===== src/verilog/pesd_pkg.sv =====
package pesd_pkg;

    localparam logic [11:0] CTL_OFFSET = 12'h000;
    localparam logic [11:0] CTR_OFFSET = 12'h004;
    localparam logic [11:0] STAT_OFFSET = 12'h008;

    localparam int CODE_LSB = 0;
    localparam int CODE_W = 12;
    localparam int MASK_LSB = 16;
    localparam int MASK_W = 8;
    localparam int INVERT_BIT = 24;
    localparam int ENABLE_BIT = 25;

    localparam logic [31:0] CTL_RESET = 32'h0000_0000;
    localparam logic [31:0] CTR_RESET = 32'h0000_0000;

    localparam logic [11:0] EV_FPU_DISP = 12'h000;
    localparam logic [11:0] EV_FPU_EMPTY = 12'h001;
    localparam logic [11:0] EV_FAST_FLAG = 12'h002;
    localparam logic [11:0] EV_SSE_RET = 12'h003;
    localparam logic [11:0] EV_MOVE_RET = 12'h004;
    localparam logic [11:0] EV_SER_RET = 12'h005;
    localparam logic [11:0] EV_SER_SCHED = 12'h006;
    localparam logic [11:0] EV_SEG_LOAD = 12'h020;
    localparam logic [11:0] EV_SMC_RESTART = 12'h021;
    localparam logic [11:0] EV_PROBE_RESTART = 12'h022;

    localparam int SSE_FLOP_BIT = 6;
    localparam logic FPU_DP_IS_64 = 1'b1;

    typedef logic [4:0] pesd_inc_t;

    typedef struct packed {
        logic [2:0] disp_vld;
        logic [2:0] disp_ldmov;
        logic [2:0] disp_packed;
        logic fpu_empty;
        logic [1:0] fast_flag_cnt;
        logic [5:0] sse_ret;
        logic [5:0][2:0] sse_flops;
        logic [3:0] mov_ret;
        logic [3:0] ser_ret;
        logic [1:0] ser_in_sched;
        logic [6:0] seg_load;
        logic smc_restart;
        logic probe_restart;
    } pesd_events_s;

    typedef struct packed {
        logic bexec_head;
        logic bexec_oldest_unretired;
        logic bser_head;
        logic bser_oldest_unissued;
    } pesd_sched_s;

    typedef struct packed {
        logic [CODE_W-1:0] code;
        logic [MASK_W-1:0] mask;
        logic invert;
        logic enable;
        logic [31:0] count;
        pesd_inc_t last_inc;
        logic [31:0] rdata;
    } pesd_state_s;

endpackage


===== src/verilog/pesd_top.sv =====
// Chosen here: the register addresses and the APB slave port.
`timescale 1ns/1ns
module pesd_top (
    input wire logic clk,
    input wire logic resetn,
    input wire logic psel,
    input wire logic penable,
    input wire logic pwrite,
    input wire logic [11:0] paddr,
    input wire logic [31:0] pwdata,
    input wire logic [3:0] pstrb,
    output logic [31:0] prdata,
    output logic pready,
    output logic pslverr,
    input wire pesd_pkg::pesd_events_s events,
    input wire pesd_pkg::pesd_sched_s sched,
    output logic bexec_issue_ok,
    output logic bser_issue_ok,
    output logic younger_block
);
    import pesd_pkg::*;

    pesd_state_s st_ff;
    pesd_state_s nxt_st;
    pesd_inc_t raw_inc;
    pesd_inc_t inc;
    logic decoded;
    logic mapped;
    logic setup_ph;
    logic access_ph;
    logic wr_ctl;
    logic wr_ctr;
    logic [31:0] ctl_word;
    logic [31:0] ctl_new;

    function automatic pesd_inc_t sel_count(input logic [7:0] v,
                                            input logic [7:0] m);
        pesd_inc_t n;
        n = '0;
        for (int i = 0; i < 8; i++) begin
            n = n + pesd_inc_t'(v[i] & m[i]);
        end
        return n;
    endfunction

    function automatic logic [31:0] strobe_merge(input logic [31:0] old_w,
                                                 input logic [31:0] new_w,
                                                 input logic [3:0] strb);
        logic [31:0] r;
        r = old_w;
        for (int b = 0; b < 4; b++) begin
            if (strb[b]) begin
                r[b*8 +: 8] = new_w[b*8 +: 8];
            end
        end
        return r;
    endfunction

    // Event decode: each selected sub-event adds its own occurrences
    always_comb begin
        pesd_inc_t dsum;
        dsum = '0;
        raw_inc = '0;
        decoded = 1'b1;
        unique case (st_ff.code)
            EV_FPU_DISP: begin
                for (int p = 0; p < 3; p++) begin
                    // Mask bit p is plain ops, bit p+3 loads and SSE moves
                    if (events.disp_vld[p] &&
                        st_ff.mask[events.disp_ldmov[p] ? p + 3 : p]) begin
                        // A one-cycle dispatch; packed splits in two
                        dsum = dsum + ((events.disp_packed[p] &&
                                        FPU_DP_IS_64) ? 5'h02 : 5'h01);
                    end
                end
                raw_inc = dsum;
            end
            EV_FPU_EMPTY: begin
                raw_inc = pesd_inc_t'(events.fpu_empty);
            end
            EV_FAST_FLAG: begin
                raw_inc = pesd_inc_t'(events.fast_flag_cnt);
            end
            EV_SSE_RET: begin
                if (st_ff.mask[SSE_FLOP_BIT]) begin
                    // FLOP weighting can exceed the increment width when
                    // many classes retire together; it saturates
                    for (int c = 0; c < 6; c++) begin
                        if (events.sse_ret[c] && st_ff.mask[c]) begin
                            dsum = (dsum > 5'h18) ? 5'h1f :
                                dsum + pesd_inc_t'(events.sse_flops[c]);
                        end
                    end
                    raw_inc = dsum;
                end else begin
                    raw_inc = sel_count({2'h0, events.sse_ret},
                                        {2'h0, st_ff.mask[5:0]});
                end
            end
            EV_MOVE_RET: begin
                // Merging classes are tagged upstream by which half the
                // destination keeps untouched
                raw_inc = sel_count({4'h0, events.mov_ret},
                                    {4'h0, st_ff.mask[3:0]});
            end
            EV_SER_RET: begin
                raw_inc = sel_count({4'h0, events.ser_ret},
                                    {4'h0, st_ff.mask[3:0]});
            end
            EV_SER_SCHED: begin
                raw_inc = sel_count({6'h00, events.ser_in_sched},
                                    {6'h00, st_ff.mask[1:0]});
            end
            EV_SEG_LOAD: begin
                raw_inc = sel_count({1'b0, events.seg_load},
                                    {1'b0, st_ff.mask[6:0]});
            end
            EV_SMC_RESTART: begin
                raw_inc = pesd_inc_t'(events.smc_restart);
            end
            EV_PROBE_RESTART: begin
                raw_inc = pesd_inc_t'(events.probe_restart);
            end
            default: begin
                decoded = 1'b0;
                raw_inc = '0;
            end
        endcase
    end

    // Invert turns any event into a count of cycles without it; an
    // undecoded code stays silent even when inverted
    always_comb begin
        if (!st_ff.enable || !decoded) begin
            inc = '0;
        end else if (st_ff.invert) begin
            inc = pesd_inc_t'(raw_inc == '0);
        end else begin
            inc = raw_inc;
        end
    end

    // Serialization gates for the FP scheduler head
    assign bexec_issue_ok = sched.bexec_head &&
                            sched.bexec_oldest_unretired;
    assign bser_issue_ok = sched.bser_head &&
                           sched.bser_oldest_unissued;
    assign younger_block = sched.bser_head;

    // APB slave: no wait states; read data is captured into a flip-flop in the setup phase
    assign setup_ph = psel && !penable;
    assign access_ph = psel && penable;
    assign mapped = (paddr == CTL_OFFSET) || (paddr == CTR_OFFSET) ||
                    (paddr == STAT_OFFSET);
    assign pready = access_ph;
    assign pslverr = access_ph && !mapped;
    assign prdata = st_ff.rdata;
    assign wr_ctl = access_ph && pwrite && (paddr == CTL_OFFSET);
    assign wr_ctr = access_ph && pwrite && (paddr == CTR_OFFSET);

    always_comb begin
        ctl_word = '0;
        ctl_word[CODE_LSB +: CODE_W] = st_ff.code;
        ctl_word[MASK_LSB +: MASK_W] = st_ff.mask;
        ctl_word[INVERT_BIT] = st_ff.invert;
        ctl_word[ENABLE_BIT] = st_ff.enable;
        ctl_new = strobe_merge(ctl_word, pwdata, pstrb);
    end

    always_comb begin
        nxt_st = st_ff;
        nxt_st.last_inc = inc;
        // Software load of the counter wins over this cycle's increment
        if (wr_ctr) begin
            nxt_st.count = strobe_merge(st_ff.count, pwdata, pstrb);
        end else begin
            nxt_st.count = st_ff.count + 32'(inc);
        end
        if (wr_ctl) begin
            nxt_st.code = ctl_new[CODE_LSB +: CODE_W];
            nxt_st.mask = ctl_new[MASK_LSB +: MASK_W];
            nxt_st.invert = ctl_new[INVERT_BIT];
            nxt_st.enable = ctl_new[ENABLE_BIT];
        end
        if (setup_ph && !pwrite) begin
            if (paddr == CTL_OFFSET) begin
                nxt_st.rdata = ctl_word;
            end else if (paddr == CTR_OFFSET) begin
                nxt_st.rdata = st_ff.count;
            end else if (paddr == STAT_OFFSET) begin
                nxt_st.rdata = {26'h0, decoded, st_ff.last_inc};
            end else begin
                nxt_st.rdata = 32'h0000_0000;
            end
        end
    end

    always_ff @(posedge clk) begin
        if (!resetn) begin
            st_ff.code <= CTL_RESET[CODE_LSB +: CODE_W];
            st_ff.mask <= CTL_RESET[MASK_LSB +: MASK_W];
            st_ff.invert <= CTL_RESET[INVERT_BIT];
            st_ff.enable <= CTL_RESET[ENABLE_BIT];
            st_ff.count <= CTR_RESET;
            st_ff.last_inc <= '0;
            st_ff.rdata <= 32'h0000_0000;
        end else begin
            st_ff <= nxt_st;
        end
    end

    logic live;
    assign live = st_ff.enable && !wr_ctl;
endmodule


===== config.mk =====
export PLATFORM = sky130hd
export DESIGN_NAME = pesd_top
export DESIGN_NICKNAME = d
export VERILOG_FILES = /design/src/verilog/pesd_pkg.sv /design/src/verilog/pesd_top.sv
export SDC_FILE = /design/constraint.sdc
export NUM_CORES = 1
export LEC_CHECK = 0
export ABC_AREA = 1
export BUFFER_PORTS_ARGS = -buffer_cell sky130_fd_sc_hd__buf_2
export CAP_MARGIN = 15
export CORE_MARGIN = 4
export CORE_UTILIZATION = 40
export CTS_CLUSTER_DIAMETER = 60
export CTS_CLUSTER_SIZE = 12
export DETAILED_ROUTE_END_ITERATION = 6
export GPL_TIMING_DRIVEN = 0
export HOLD_SLACK_MARGIN = 0.12
export PLACE_DENSITY_LB_ADDON = 0.1
export SKIP_CTS_REPAIR_TIMING = 1
export SLEW_MARGIN = 20
export SYNTH_ARGS = -nofsm -noshare
export SYNTH_HDL_FRONTEND = slang
export SYNTH_SLANG_ARGS = --single-unit
export TNS_END_PERCENT = 20

===== constraint.sdc =====
create_clock -name clk -period 7.4 [get_ports clk]
set_input_delay 0.37 -clock clk [delete_from_list [all_inputs] [get_ports clk]]
set_output_delay 0.37 -clock clk [all_outputs]
set_load 0.05 [all_outputs]

Word level (Yosys, flattened, before mapping)
Index checks and enable logic that the tools add are counted.
{"block": "word_totals", "regBits": 91, "elab_cells": 171, "input_bits": 112, "out_inout_bits": 37}
{"block": "classes", "bitwise_logic": 23, "magnitude_cmp": 8, "eq_ne": 15, "n_mux": 54, "n_reduce_logical": 34, "add_sub_neg": 26}
{"cell": "5-bit two-way mux", "count": 27}
{"cell": "32-bit two-way mux", "count": 3}
{"cell": "5-bit one-hot mux with 10 select lines", "count": 1}
{"cell": "12-bit by 3-bit equality test with 1-bit output (second input constant)", "count": 4}
{"cell": "12-bit by 6-bit equality test with 1-bit output (second input constant)", "count": 3}
{"cell": "32-bit by 5-bit adder with 32-bit output", "count": 1}
{"cell": "8-bit two-way mux", "count": 4}
{"cell": "5-bit by 3-bit adder with 5-bit output", "count": 5}
{"cell": "5-bit greater-than comparator (second input constant)", "count": 5}
{"cell": "12-bit by 2-bit equality test with 1-bit output (second input constant)", "count": 2}
{"cell": "12-bit logical NOT", "count": 2}
{"cell": "1-bit AND", "count": 23}
{"cell": "1-bit logical AND", "count": 18}
{"cell": "3-bit by 1-bit adder with 4-bit output", "count": 4}
{"cell": "5-bit by 1-bit adder with 5-bit output", "count": 3}
{"cell": "2-bit by 1-bit adder with 3-bit output", "count": 4}
{"cell": "12-bit by 1-bit equality test with 1-bit output (second input constant)", "count": 1}
{"cell": "12-bit by 4-bit equality test with 1-bit output (second input constant)", "count": 1}
{"cell": "1-bit by 1-bit adder with 2-bit output", "count": 5}
{"cell": "4-bit by 1-bit adder with 5-bit output", "count": 2}
{"cell": "5-bit by 2-bit adder with 5-bit output", "count": 2}
{"cell": "2-bit two-way mux", "count": 5}
{"cell": "10-bit OR reduction", "count": 1}
{"cell": "1-bit binary-select mux with 3-bit select", "count": 3}
{"cell": "10 further kinds", "count": 31}

Longest topological paths before layout
Gate-level depths: netlist (run 1).
{"block": "depth", "depth_word": 34, "depth_mapped": 59, "depth_no_buf": 58}

Worst setup path after synthesis (run 1)
No wires, ideal clock.
{"block": "synth_path", "path_type": "flip-flop to flip-flop", "from": "reg st_ff, in the netlist ctl_word[16]", "to": "reg st_ff[65] in the netlist's numbering", "stages_incl_launch_ff": 55, "n_path_buf": 1, "synth_period_minus_slack_ps": 7247, "setup_time_ps": 134, "path_slack_ps": 153, "t_arrival_ps": 7113, "t_required_ps": 7266, "path_cell_list": "dfxtp_1 buf_4 nand3_1 inv_1 ha_1 inv_1 fa_1 nand2_2 nand2_2 fa_1 nand2_1 nand2_2 inv_1 fa_1 or2_2 a21oi_1 nand2_1 nand2_2 [19 not listed] nand2_1 nand2_1 ha_1 inv_1 fa_1 o21ai_1 nand2_1 a21oi_2 nand3_1 nor2_1 nand3_1 nor2_2 nand4_1 nor2_1 nand2_1 xor2_1 o21ai_0 a21oi_1"}
{"block": "synth_between", "elab_chain_cells": 34, "word_cells_on_any_way": 81, "classes_between": "add/sub: 26; order compare: 5; mux: 40; bitwise: 5; reduce/logical: 5"}
{"element": "start, declared", "line": "pesd_top.sv:23", "rtl": "pesd_state_s st_ff;"}
{"element": "start signal, assigned", "line": "pesd_top.sv:208", "rtl": "st_ff <= nxt_st;"}
{"element": "1-bit logical AND", "line": "pesd_top.sv:89", "rtl": "if (events.sse_ret[c] && st_ff.mask[c]) begin"}
{"element": "3-bit two-way mux", "line": "pesd_top.sv:89"}
{"element": "5-bit two-way mux", "line": "pesd_top.sv:85", "rtl": "if (st_ff.mask[SSE_FLOP_BIT]) begin"}
{"element": "5-bit two-way mux", "line": "pesd_top.sv:65", "rtl": "unique case (st_ff.code)"}
{"element": "5-bit by 3-bit adder with 5-bit output / 5-bit greater-than comparator (equally long branches)", "line": "pesd_top.sv:91, pesd_top.sv:90"}
{"element": "5-bit two-way mux", "line": "pesd_top.sv:90", "rtl": "dsum = (dsum > 5'h18) ? 5'h1f :"}
{"element": "5-bit two-way mux", "line": "pesd_top.sv:89"}
{"element": "5-bit two-way mux", "line": "pesd_top.sv:85"}
{"element": "[19 not listed]"}
{"element": "5-bit two-way mux", "line": "pesd_top.sv:85"}
{"element": "5-bit one-hot mux with 10 select lines (*)", "line": "pesd_top.sv:65"}
{"element": "5-bit logical NOT", "line": "pesd_top.sv:137", "rtl": "inc = pesd_inc_t'(raw_inc == '0);"}
{"element": "5-bit two-way mux (*)", "line": "pesd_top.sv:136", "rtl": "end else if (st_ff.invert) begin"}
{"element": "5-bit two-way mux (*)", "line": "pesd_top.sv:134", "rtl": "if (!st_ff.enable || !decoded) begin"}
{"element": "named net inc[0]", "line": "pesd_top.sv:26", "rtl": "pesd_inc_t inc;"}
{"element": "32-bit by 5-bit adder with 32-bit output (*)", "line": "pesd_top.sv:177", "rtl": "nxt_st.count = st_ff.count + 32'(inc);"}
{"element": "32-bit two-way mux (*)", "line": "pesd_top.sv:174", "rtl": "if (wr_ctr) begin"}
The timed path passes the listed nets; every way through them passes the cells marked *. The select of a mux whose other input is x is not followed.
A chain may end at the register's enable or synchronous reset.

Final worst setup path (run 1)
{"block": "layout_path", "from": "reg st_ff, in the netlist ctl_word[16]", "to": "reg st_ff[67] in the netlist's numbering"}
Same word-level chain as after synthesis.

==> results of run 1 <==
-- state kept, by name, summed over array words and instances (netlist names) --
signal and count:
prdata 32, ctl_word 22, st_ff 37
-- metrics by stage --
stage	instances	setup slack, ns	total power, W	utilization, %
after floorplan	1029	0.153	0.000576	-
final	1432	-0.268	0.00109	51.7
after global routing	1432	-0.783	0.00113	51.7
after detailed placement	1395	-0.892	0.000633	47.2
after global placement	1395	-0.838	0.000633	47.2
after CTS	1410	-0.937	0.00110	48.9
-- worst min-delay path: cells and delay by family --
kind | cells | cell delay [ns]
buffers and inverters | 1 | 0.11
and+or+nand+nor | 1 | 0.06
AOI/OAI and AO/OA | 1 | 0.05
-- Yosys cell counts, drive strengths merged, types with 2 or more instances --
cell type	count	area share [%]
nand2	265	15
a2111oi	2	0.26
inv	153	8.4
o221ai	11	1.4
ha	31	5.6
o211ai	24	2.6
nand3	59	4.8
clkbuf	32	1.7
or2	4	0.36
dfxtp	91	27
nand4	8	0.73
fa	17	5.0
a41oi	4	0.51
a31oi	7	0.64
and3	2	0.18
xor2	19	2.4
a21oi	71	5.4
a221oi	2	0.26
xnor2	8	1.0
buf	36	3.8
nor3	20	1.6
nor2	84	4.7
a31o	2	0.26
a211oi	7	0.76
nor4	7	0.64
o21ai	51	3.8
-- power by group through the flow --
stage	Clock, W	Sequential [W]	Combinational (W)
6_report	0.000468	0.000498	0.000128
5_1_grt	0.000495	0.000498	0.000140
4_1_cts	0.000476	0.000498	0.000125
3_5_place_dp	0	0.000509	0.000124
3_3_place_gp	0	0.000509	0.000124
2_1_floorplan	0	0.000508	0.0000681
-- cell families after synthesis --
logic type / share of synthesized area [%]
AO/OA/AOI/OAI: 16.8
AND/OR/NAND/NOR: 28.4
adder cells (fa/ha/maj): 10.6
flip-flops: 26.5
buffers and inverters: 14.1
XOR/XNOR: 3.44
multiplexers: 0.164
-- worst max-delay path by stage --
stage / endpoint / slack (ns) / cells after the start
after floorplan: st_ff[65] / 0.15 / 54
after global placement: st_ff[65] / -0.84 / 54
after detailed placement: st_ff[65] / -0.89 / 54
after CTS: st_ff[65] / -0.94 / 54
after global routing: st_ff[67] / -0.78 / 50
final: st_ff[67] / -0.27 / 48
-- metal layers --
metal,vias up,wire [um],GRT usage (%)
met5,-,0,0
met4,0,308,4.94
met3,19,1260,4.03
met2,217,10600,37.6
met1,3297,9910,29.4
li1,3684,-,-
-- cell type report --
cell class / count / area (um^2) / share of cell area (%)
sequential: 91 / 1820 / 21.1
multi-input combinational: 716 / 4370 / 50.6
tap: 220 / 275 / 3.19
clock inverter: 5 / 63.8 / 0.739
inverter: 154 / 586 / 6.78
buffer: 68 / 388 / 4.49
clock buffer: 10 / 229 / 2.65
timing repair buffer: 168 / 896 / 10.4
==> flow_summary_export.csv, run 1 <==
group,metric,value,unit
synthesis,syn-num-nets,1189,
hold_path,hold_end,"ctl_word[3]",
run,cap_violations,0,
place,port_buffers,146,
timing,finClkSkew,0.00907,ns
synthesis,synth_area_per_cell,6.68,um^2
clock_network,h-tree-depth,3,
floorplan,rows,47,
drt,totalWireLength,22100,um
synthesis,synth_warnings,0,
drt,dr_total_vias,7217,
critical_path,critPathTopFamily,"adder cells",
critical_path,r2r-end,"st_ff[67]",
critical_path,crit_fanout,7,
power,power_switching,0.000288,W
clock_network,clkSinkCount,91,
synthesis,synth_async_sr_flop_share,0,%
floorplan,start_util,41.1,%
hold_path,min_path_cells,3,
layout,final_common_cell,"nand2_1",
place,gp_congestion,0.919,
timing,relSlewSlack,31.8,%
synthesis,ys_ff_latch,91,
layout,nFillCells,1785,
critical_path,rr_worst_depth,48,
layout,final_cell_mix,"nand2_1 (239), buf_2 (147), inv_1 (140), dfxtp_1 (90), nor2_1 (76)",
timing,hold_viol_final,0,
synthesis,yosysUniqueCellTypes,51,
floorplan,die_area,19300,um^2
global_route,grt_max_degree,16,
power,seqPwrFrac,45.5,%
timing,timing.hold.ws,0.294,ns
clock_network,clk-insertion-delay-late,0.35,ns
timing,fmax,130,MHz
global_route,grt_overflow_total,0,
drt,drt_iter0_drc,380,
place,post_dp_cell_area,7880,um^2
timing,worstMarginPinSlew,1.02,ns
drt,drt-vias-per-instance,5.04,
critical_path,slowest_delay,0.56,ns
timing,rsz0062_at_grt,"yes",
critical_path,crit_buf_inv,7,
run_status,status,"finished with violations",
clock_network,clkTransAtPathRegs,0.07,ns
timing,fin_crit_sh,104,%
timing,layout_min_cycle_time,7.67,ns
timing,setup_viol,7,
layout,layout-drive-gt1-share,25.8,%
drt,wire_per_inst,15.4,um
critical_path,critPathKind,"reg2reg",
hold_path,hp-start,"pwdata[3]",
critical_path,r2r-start,"ctl_word[16]",
power,comb_power_share,11.7,%
clock_network,cts_buffer_depth,2,
global_route,antenna_found_initial,0,
global_route,grt_pass1_wl,34500,um
floorplan,fp.dieW,139,um
drt,drc_errors,0,
global_route,grt_use_total,22.1,%
critical_path,crit_start,"ctl_word[16]",
drt,postRouteAntennaNets,0,
critical_path,endpoint_kind,"flip-flop",
place,dpl.hpwl,17200,um
drt,dr.pass1.iters,5,
layout,final_nets,1368,
synthesis,synth-edff-count,0,
critical_path,worstPathArrival,7.88,ns
critical_path,cp.required,7.61,ns
synthesis,synth-main-ff-cell,"dfxtp_1",
critical_path,reg2reg_slack,-0.27,ns
power,p_leak,4.12,nW
power,switching_share,26.4,%
synthesis,syn-cell-area,6870,um^2
floorplan,core,16700,um^2
power,intPower,0.000806,W
layout,diodes,0,
hold_path,min_path_type,"in2reg",
clock_network,clockRootBuffer,"clkbuf_16",
run_status,failed_checks,"negative setup slack",
timing,setup_tns,-1.15,ns
clock_network,cts_tree,"yes",
global_route,grt_pass1_vias,6739,
layout,fin_area,8630,um^2
synthesis,synthCells,1029,
floorplan,ios,149,
critical_path,startpoint_type,"flip-flop",
timing,final_max_slew_viol_count,0,
critical_path,slowest_stage,"fa_2",
power,p_per_area,127,nW/um^2
critical_path,crit_path_frequent_cell,"nand2_2",
synthesis,synth-seq-area-share,26.5,%
timing,setup_ws,-0.268,ns
layout,syn_to_final_growth,25.6,%
power,p_clk_share,42.8,%
power,peakVddDrop,0.116,mV
floorplan,die_h,139,um
clock_network,cts_buffers,9,
No activity file was read; power rests on OpenSTA's default activity.
==> run 2: changes to the inputs <==
==> constraint.sdc (replaced) <==
create_clock -name clk -period 9.7 [get_ports clk]
set_input_delay 0.485 -clock clk [delete_from_list [all_inputs] [get_ports clk]]
set_output_delay 0.485 -clock clk [all_outputs]
set_load 0.05 [all_outputs]
==> run 2 against run 1 <==
The run now ends clean. First-iteration DRC count decreased by 9.5%. Utilization decreased by 2.8 points. Sequential share of layout area increased by 1.2 points. Flip-flop and latch count unchanged. Register-to-register slack improved by 1.7 ns. Clock power decreased by 24%. Die area unchanged. Global-route usage unchanged. Critical endpoint is now st_ff[65].
==> flow_summary_export.csv, run 2 (same netlist as run 1, synthesis figures left out) <==
group,metric,value,unit
timing,finClkSkew,0.00930,ns
timing,setup_tns,0,ns
run_status,status,"finished clean",
place,gp_congestion,0.919,
critical_path,slowest_stage,"fa_1",
power,seqPwrFrac,45.7,%
drt,drt_iter0_drc,344,
critical_path,worstPathArrival,8.52,ns
floorplan,ios,149,
critical_path,critPathTopFamily,"simple AND/OR/NAND/NOR gates",
critical_path,r2r-end,"st_ff[65]",
power,switching_share,26.3,%
layout,largest_reg_flops,37,
hold_path,min_path_type,"in2reg",
floorplan,start_util,41.1,%
drt,drc_errors,0,
clock_network,clkTransAtPathRegs,0.07,ns
layout,regMostFlops,"st_ff",
drt,wire_per_inst,15.2,um
floorplan,fp.dieW,139,um
timing,fin_crit_sh,85.7,%
drt,dr_total_vias,7103,
power,intPower,0.000613,W
power,p_per_area,102,nW/um^2
critical_path,endpoint_kind,"flip-flop",
layout,syn_to_final_growth,18.9,%
floorplan,rows,47,
critical_path,crit_cells,55,
critical_path,crit_fanout,9,
layout,final_nets,1346,
timing,hold_viol_final,0,
timing,rsz0062_at_grt,"no",
run,cap_violations,0,
floorplan,die_area,19300,um^2
power,p_total,0.000832,W
hold_path,min_path_cells,3,
clock_network,clkSinkCount,91,
floorplan,die_h,139,um
place,dp.cells,1395,
place,dpl.hpwl,17200,um
layout,diodes,0,
power,p_leak,4.00,nW
clock_network,clockRootBuffer,"clkbuf_16",
global_route,grt_pass1_vias,6739,
critical_path,rr_worst_depth,55,
critical_path,crit_start,"ctl_word[16]",
timing,relSlewSlack,29.6,%
power,p_clk_share,42.9,%
power,comb_power_share,11.4,%
critical_path,r2r-start,"ctl_word[16]",
clock_network,cts_tree,"yes",
timing,fmax,120,MHz
floorplan,core,16700,um^2
power,peakVddDrop,0.0887,mV
timing,worstMarginPinSlew,1.05,ns
timing,layout_min_cycle_time,8.31,ns
global_route,grt_use_total,22.1,%
drt,dr.pass1.iters,5,
clock_network,cts_buffer_depth,2,
timing,final_max_slew_viol_count,0,
global_route,grt_overflow_total,0,
global_route,grt_max_degree,16,
place,port_buffers,146,
timing,timing.hold.ws,0.404,ns
critical_path,slowest_delay,0.45,ns
critical_path,crit_path_frequent_cell,"nand2_1",
drt,drt-vias-per-instance,5.04,
critical_path,crit_path_end,"st_ff[65]",
critical_path,startpoint_type,"flip-flop",
layout,final_cell_mix,"nand2_1 (249), inv_1 (148), buf_2 (147), dfxtp_1 (91), nor2_1 (80)",
global_route,grt_pass1_wl,34500,um
layout,layout-drive-gt1-share,20.0,%
critical_path,cp.required,9.91,ns
clock_network,cts_buffers,9,
critical_path,reg2reg_slack,1.39,ns
drt,postRouteAntennaNets,0,
critical_path,critPathKind,"reg2reg",
drt,totalWireLength,21500,um
timing,setup_viol,0,
power,power_switching,0.000218,W
clock_network,clk-insertion-delay-late,0.35,ns
global_route,antenna_found_initial,0,
clock_network,h-tree-depth,3,
layout,stdcell_count,1410,
layout,final_common_cell,"nand2_1",
critical_path,crit_buf_inv,8,
==> run 2: cell types whose count changed in the layout (fill, tap and decap cells not counted), sizes merged <==
cell,previous run,this run
buf,204,182
==> run 2: routing by layer <==
| metal | vias to the layer above | part of all wire (%) | track usage, % |
|---|---|---|---|
| met5 | - | 0 | 0 |
| met4 | 0 | 1.6 | 4.94 |
| met3 | 24 | 5.1 | 4.03 |
| met2 | 207 | 47 | 37.6 |
| met1 | 3238 | 46 | 29.4 |
| li1 | 3634 | - | - |
==> run 2: area by class of cell <==
class                   count  area (um^2)
plain buffers              68          384
fillers                  1824         8530
inverters                 154          583
repair buffers            146          731
well taps                 220          275
clock buffers              10          229
clock inverters             5         63.8
flip-flops and latches     91         1820
multi-input cells         716         4080
==> run 2: per-stage QoR <==
step | utilization [%] | setup WS, ns | instance area, um^2
final | 48.9 | 1.39 | 8170
after global routing | 48.9 | 0.378 | 8170
after CTS | 48.9 | 1.36 | 8170
after detailed placement | 47.2 | 1.29 | 7880
after global placement | 47.2 | 1.35 | 7880
after floorplan | - | 2.39 | 6870
==> run 2: power by group through the flow <==
stage | Combinational, W | Sequential (W) | Clock (W)
final | 0.0000948 | 0.000380 | 0.000357
after global routing | 0.000104 | 0.000380 | 0.000378
after CTS | 0.0000952 | 0.000380 | 0.000363
after detailed placement | 0.0000948 | 0.000388 | 0
after global placement | 0.0000948 | 0.000388 | 0
after floorplan | 0.0000519 | 0.000387 | 0
==> run 2: worst min path at each step <==
stage,to,from,slack [ns]
floorplan,ctl_word[23],ctl_word[23],0.43
global placement,ctl_word[23],ctl_word[23],0.44
detailed placement,ctl_word[23],ctl_word[23],0.45
CTS,ctl_word[3],pwdata[3],0.40
global route,ctl_word[4],pwdata[4],0.41
finish,ctl_word[3],pwdata[3],0.40
==> run 2: worst reg2reg max path: cells and delay by family (launching register included) <==
kind | cells | cell delay, ns
buffers and inverters | 8 | 0.56
xor gates and xnor gates | 2 | 0.31
and+or+nand+nor | 30 | 3.36
AOI/OAI and AO/OA | 7 | 1.06
adders and majority gates | 8 | 2.58
DFF | 1 | 0.31
==> run 3: changes to the inputs <==
--- a/config.mk
+++ b/config.mk
@@ -6,7 +6,7 @@
 export NUM_CORES = 1
 export LEC_CHECK = 0
 export ABC_AREA = 1
-export BUFFER_PORTS_ARGS = -buffer_cell sky130_fd_sc_hd__buf_2
+export BUFFER_PORTS_ARGS = -buffer_cell sky130_fd_sc_hd__buf_4
 export CAP_MARGIN = 15
 export CORE_MARGIN = 4
 export CORE_UTILIZATION = 40
@@ -21,4 +21,4 @@
 export SYNTH_ARGS = -nofsm -noshare
 export SYNTH_HDL_FRONTEND = slang
 export SYNTH_SLANG_ARGS = --single-unit
-export TNS_END_PERCENT = 20
+export TNS_END_PERCENT = 10
==> run 3 against run 2 <==
Setup slack better by 0.057 ns. Global-route usage down 0.27 points. Combinational power up 16%. Register-to-register slack better by 0.06 ns. Via count up 1.2%. Sequential share of layout area down 1.0 points. First-iteration DRC count up 45%. Clock skew up 0.0051 ns. Clock power up 6.7%. Count of clock-buffer cells in the layout up 1. Maximum frequency up 0.70%. Flip-flop and latch count unchanged. Highest routed layer unchanged.
==> flow_summary_export.csv, run 3 (same netlist as run 1, synthesis figures left out) <==
group,metric,value,unit
layout,regMostFlops,"st_ff",
critical_path,slowest_stage,"fa_1",
drt,drt_iter0_drc,499,
drt,dr_total_vias,7188,
drt,drt-vias-per-instance,5.09,
place,port_buffers,146,
layout,syn_to_final_growth,24.6,%
run_status,status,"finished clean",
timing,fin_crit_sh,85.1,%
clock_network,clockRootBuffer,"clkbuf_16",
critical_path,crit_buf_inv,8,
floorplan,ios,149,
critical_path,r2r-start,"ctl_word[16]",
layout,layout-drive-gt1-share,20.2,%
layout,diodes,0,
floorplan,core,16700,um^2
power,peakVddDrop,0.104,mV
layout,final_common_cell,"nand2_1",
drt,totalWireLength,21700,um
clock_network,cts_buffers,9,
power,comb_power_share,12.7,%
hold_path,hold_end,"ctl_word[3]",
global_route,grt_pass1_wl,34500,um
timing,rsz0062_at_grt,"no",
timing,worstMarginPinSlew,0.980,ns
clock_network,clk-insertion-delay-late,0.35,ns
clock_network,cts_tree,"yes",
power,p_per_area,102,nW/um^2
floorplan,die_area,19300,um^2
floorplan,fp.dieW,139,um
layout,final_cell_mix,"nand2_1 (249), buf_4 (180), inv_1 (148), dfxtp_1 (91), nor2_1 (80)",
place,dpl.hpwl,17400,um
hold_path,hp-start,"pwdata[3]",
critical_path,reg2reg_slack,1.44,ns
clock_network,cts_buffer_depth,2,
critical_path,cp.required,9.90,ns
timing,layout_min_cycle_time,8.26,ns
critical_path,startpoint_type,"flip-flop",
clock_network,h-tree-depth,3,
global_route,grt_max_degree,17,
place,gp_congestion,0.901,
hold_path,min_path_type,"in2reg",
timing,hold_viol_final,0,
floorplan,rows,47,
power,p_leak,4.12,nW
layout,final_nets,1346,
global_route,grt_use_total,21.9,%
drt,drc_errors,0,
critical_path,endpoint_kind,"flip-flop",
timing,finClkSkew,0.0144,ns
power,seqPwrFrac,43.6,%
layout,seq_area,1820,um^2
timing,setup_tns,0,ns
critical_path,worstPathArrival,8.46,ns
critical_path,critPathKind,"reg2reg",
timing,relSlewSlack,34.2,%
power,switching_share,25.9,%
global_route,grt_overflow_total,0,
global_route,antenna_found_initial,0,
floorplan,die_h,139,um
floorplan,start_util,41.1,%
global_route,grt_pass1_vias,6863,
layout,nFillCells,1751,
run,cap_violations,0,
drt,wire_per_inst,15.4,um
power,intPower,0.000646,W
timing,fmax,121,MHz
critical_path,crit_path_frequent_cell,"nand2_1",
power,power_switching,0.000226,W
layout,largest_reg_flops,37,
drt,dr.pass1.iters,5,
drt,postRouteAntennaNets,0,
critical_path,rr_worst_depth,54,
critical_path,crit_fanout,9,
critical_path,r2r-end,"st_ff[65]",
power,p_clk_share,43.8,%
critical_path,slowest_delay,0.50,ns
timing,final_max_slew_viol_count,0,
timing,setup_viol,0,
timing,timing.hold.ws,0.404,ns
critical_path,critPathTopFamily,"simple AND/OR/NAND/NOR gates",
layout,multi_input_area,4080,um^2
hold_path,min_path_cells,3,
clock_network,clkTransAtPathRegs,0.07,ns
clock_network,clkSinkCount,91,
## run 3: cell count changes in the layout (fill, tap and decap cells not counted)
cell	previous run	this run
clkbuf_8	0	2
buf_2	147	1
clkbuf_1	33	32
clkinvlp_4	1	0
buf_4	34	180
inv_8	0	1
## run 3: stage by stage
stage | util, % | worst slack, ns | total power (W) | instance area (um^2) | std cells
finish | 51.3 | 1.44 | 0.000871 | 8560 | 1411
global route | 51.3 | 0.619 | 0.000899 | 8560 | 1411
CTS | 51.3 | 1.43 | 0.000874 | 8560 | 1411
detailed placement | 49.3 | 1.32 | 0.000499 | 8240 | 1395
global placement | 49.3 | 1.36 | 0.000498 | 8240 | 1395
floorplan | - | 2.39 | 0.000439 | 6870 | 1029
## run 3: per-layer routing
| metal | vias up | track usage (%) | share of wire [%] |
|---|---|---|---|
| li1 | 3636 | - | - |
| met1 | 3313 | 28.5 | 45 |
| met2 | 213 | 37.7 | 47 |
| met3 | 26 | 3.55 | 5.3 |
| met4 | 0 | 5.72 | 1.8 |
| met5 | - | 0 | 0 |
## run 3: how the worst max path moves through the flow
stage / from / to / slack [ns] / cells after the start
4_1_cts: ctl_word[16] / st_ff[65] / 1.43 / 55
6_report: ctl_word[16] / st_ff[65] / 1.44 / 54
3_3_place_gp: events[37] / st_ff[65] / 1.36 / 54
2_1_floorplan: events[37] / st_ff[65] / 2.39 / 53
5_1_grt: ctl_word[16] / st_ff[65] / 0.62 / 55
3_5_place_dp: events[37] / st_ff[65] / 1.32 / 54
## run 3: final cells by class
type                       count  share of cell area (%)
inverter                     154                    6.81
sequential                    91                    21.3
timing repair buffer         146                    12.8
buffer                        68                    4.49
multi-input combinational    716                    47.7
clock inverter                 5                   0.789
tap                          220                    3.21
clock buffer                  11                    2.95
## run 3: power groups by stage
| stage | combinational (W) | clock, W | sequential, W |
|---|---|---|---|
| 2_1_floorplan | 0.0000519 | 0 | 0.000387 |
| 3_3_place_gp | 0.000110 | 0 | 0.000388 |
| 3_5_place_dp | 0.000110 | 0 | 0.000388 |
| 4_1_cts | 0.000111 | 0.000383 | 0.000380 |
| 5_1_grt | 0.000119 | 0.000399 | 0.000380 |
| 6_report | 0.000110 | 0.000381 | 0.000380 |
## run 3: tightest hold or removal path: cells and delay by family
family	cells	cell delay (ns)
AOI/OAI and AO/OA	1	0.05
and+or+nand+nor	1	0.05
buffers and inverters	1	0.12
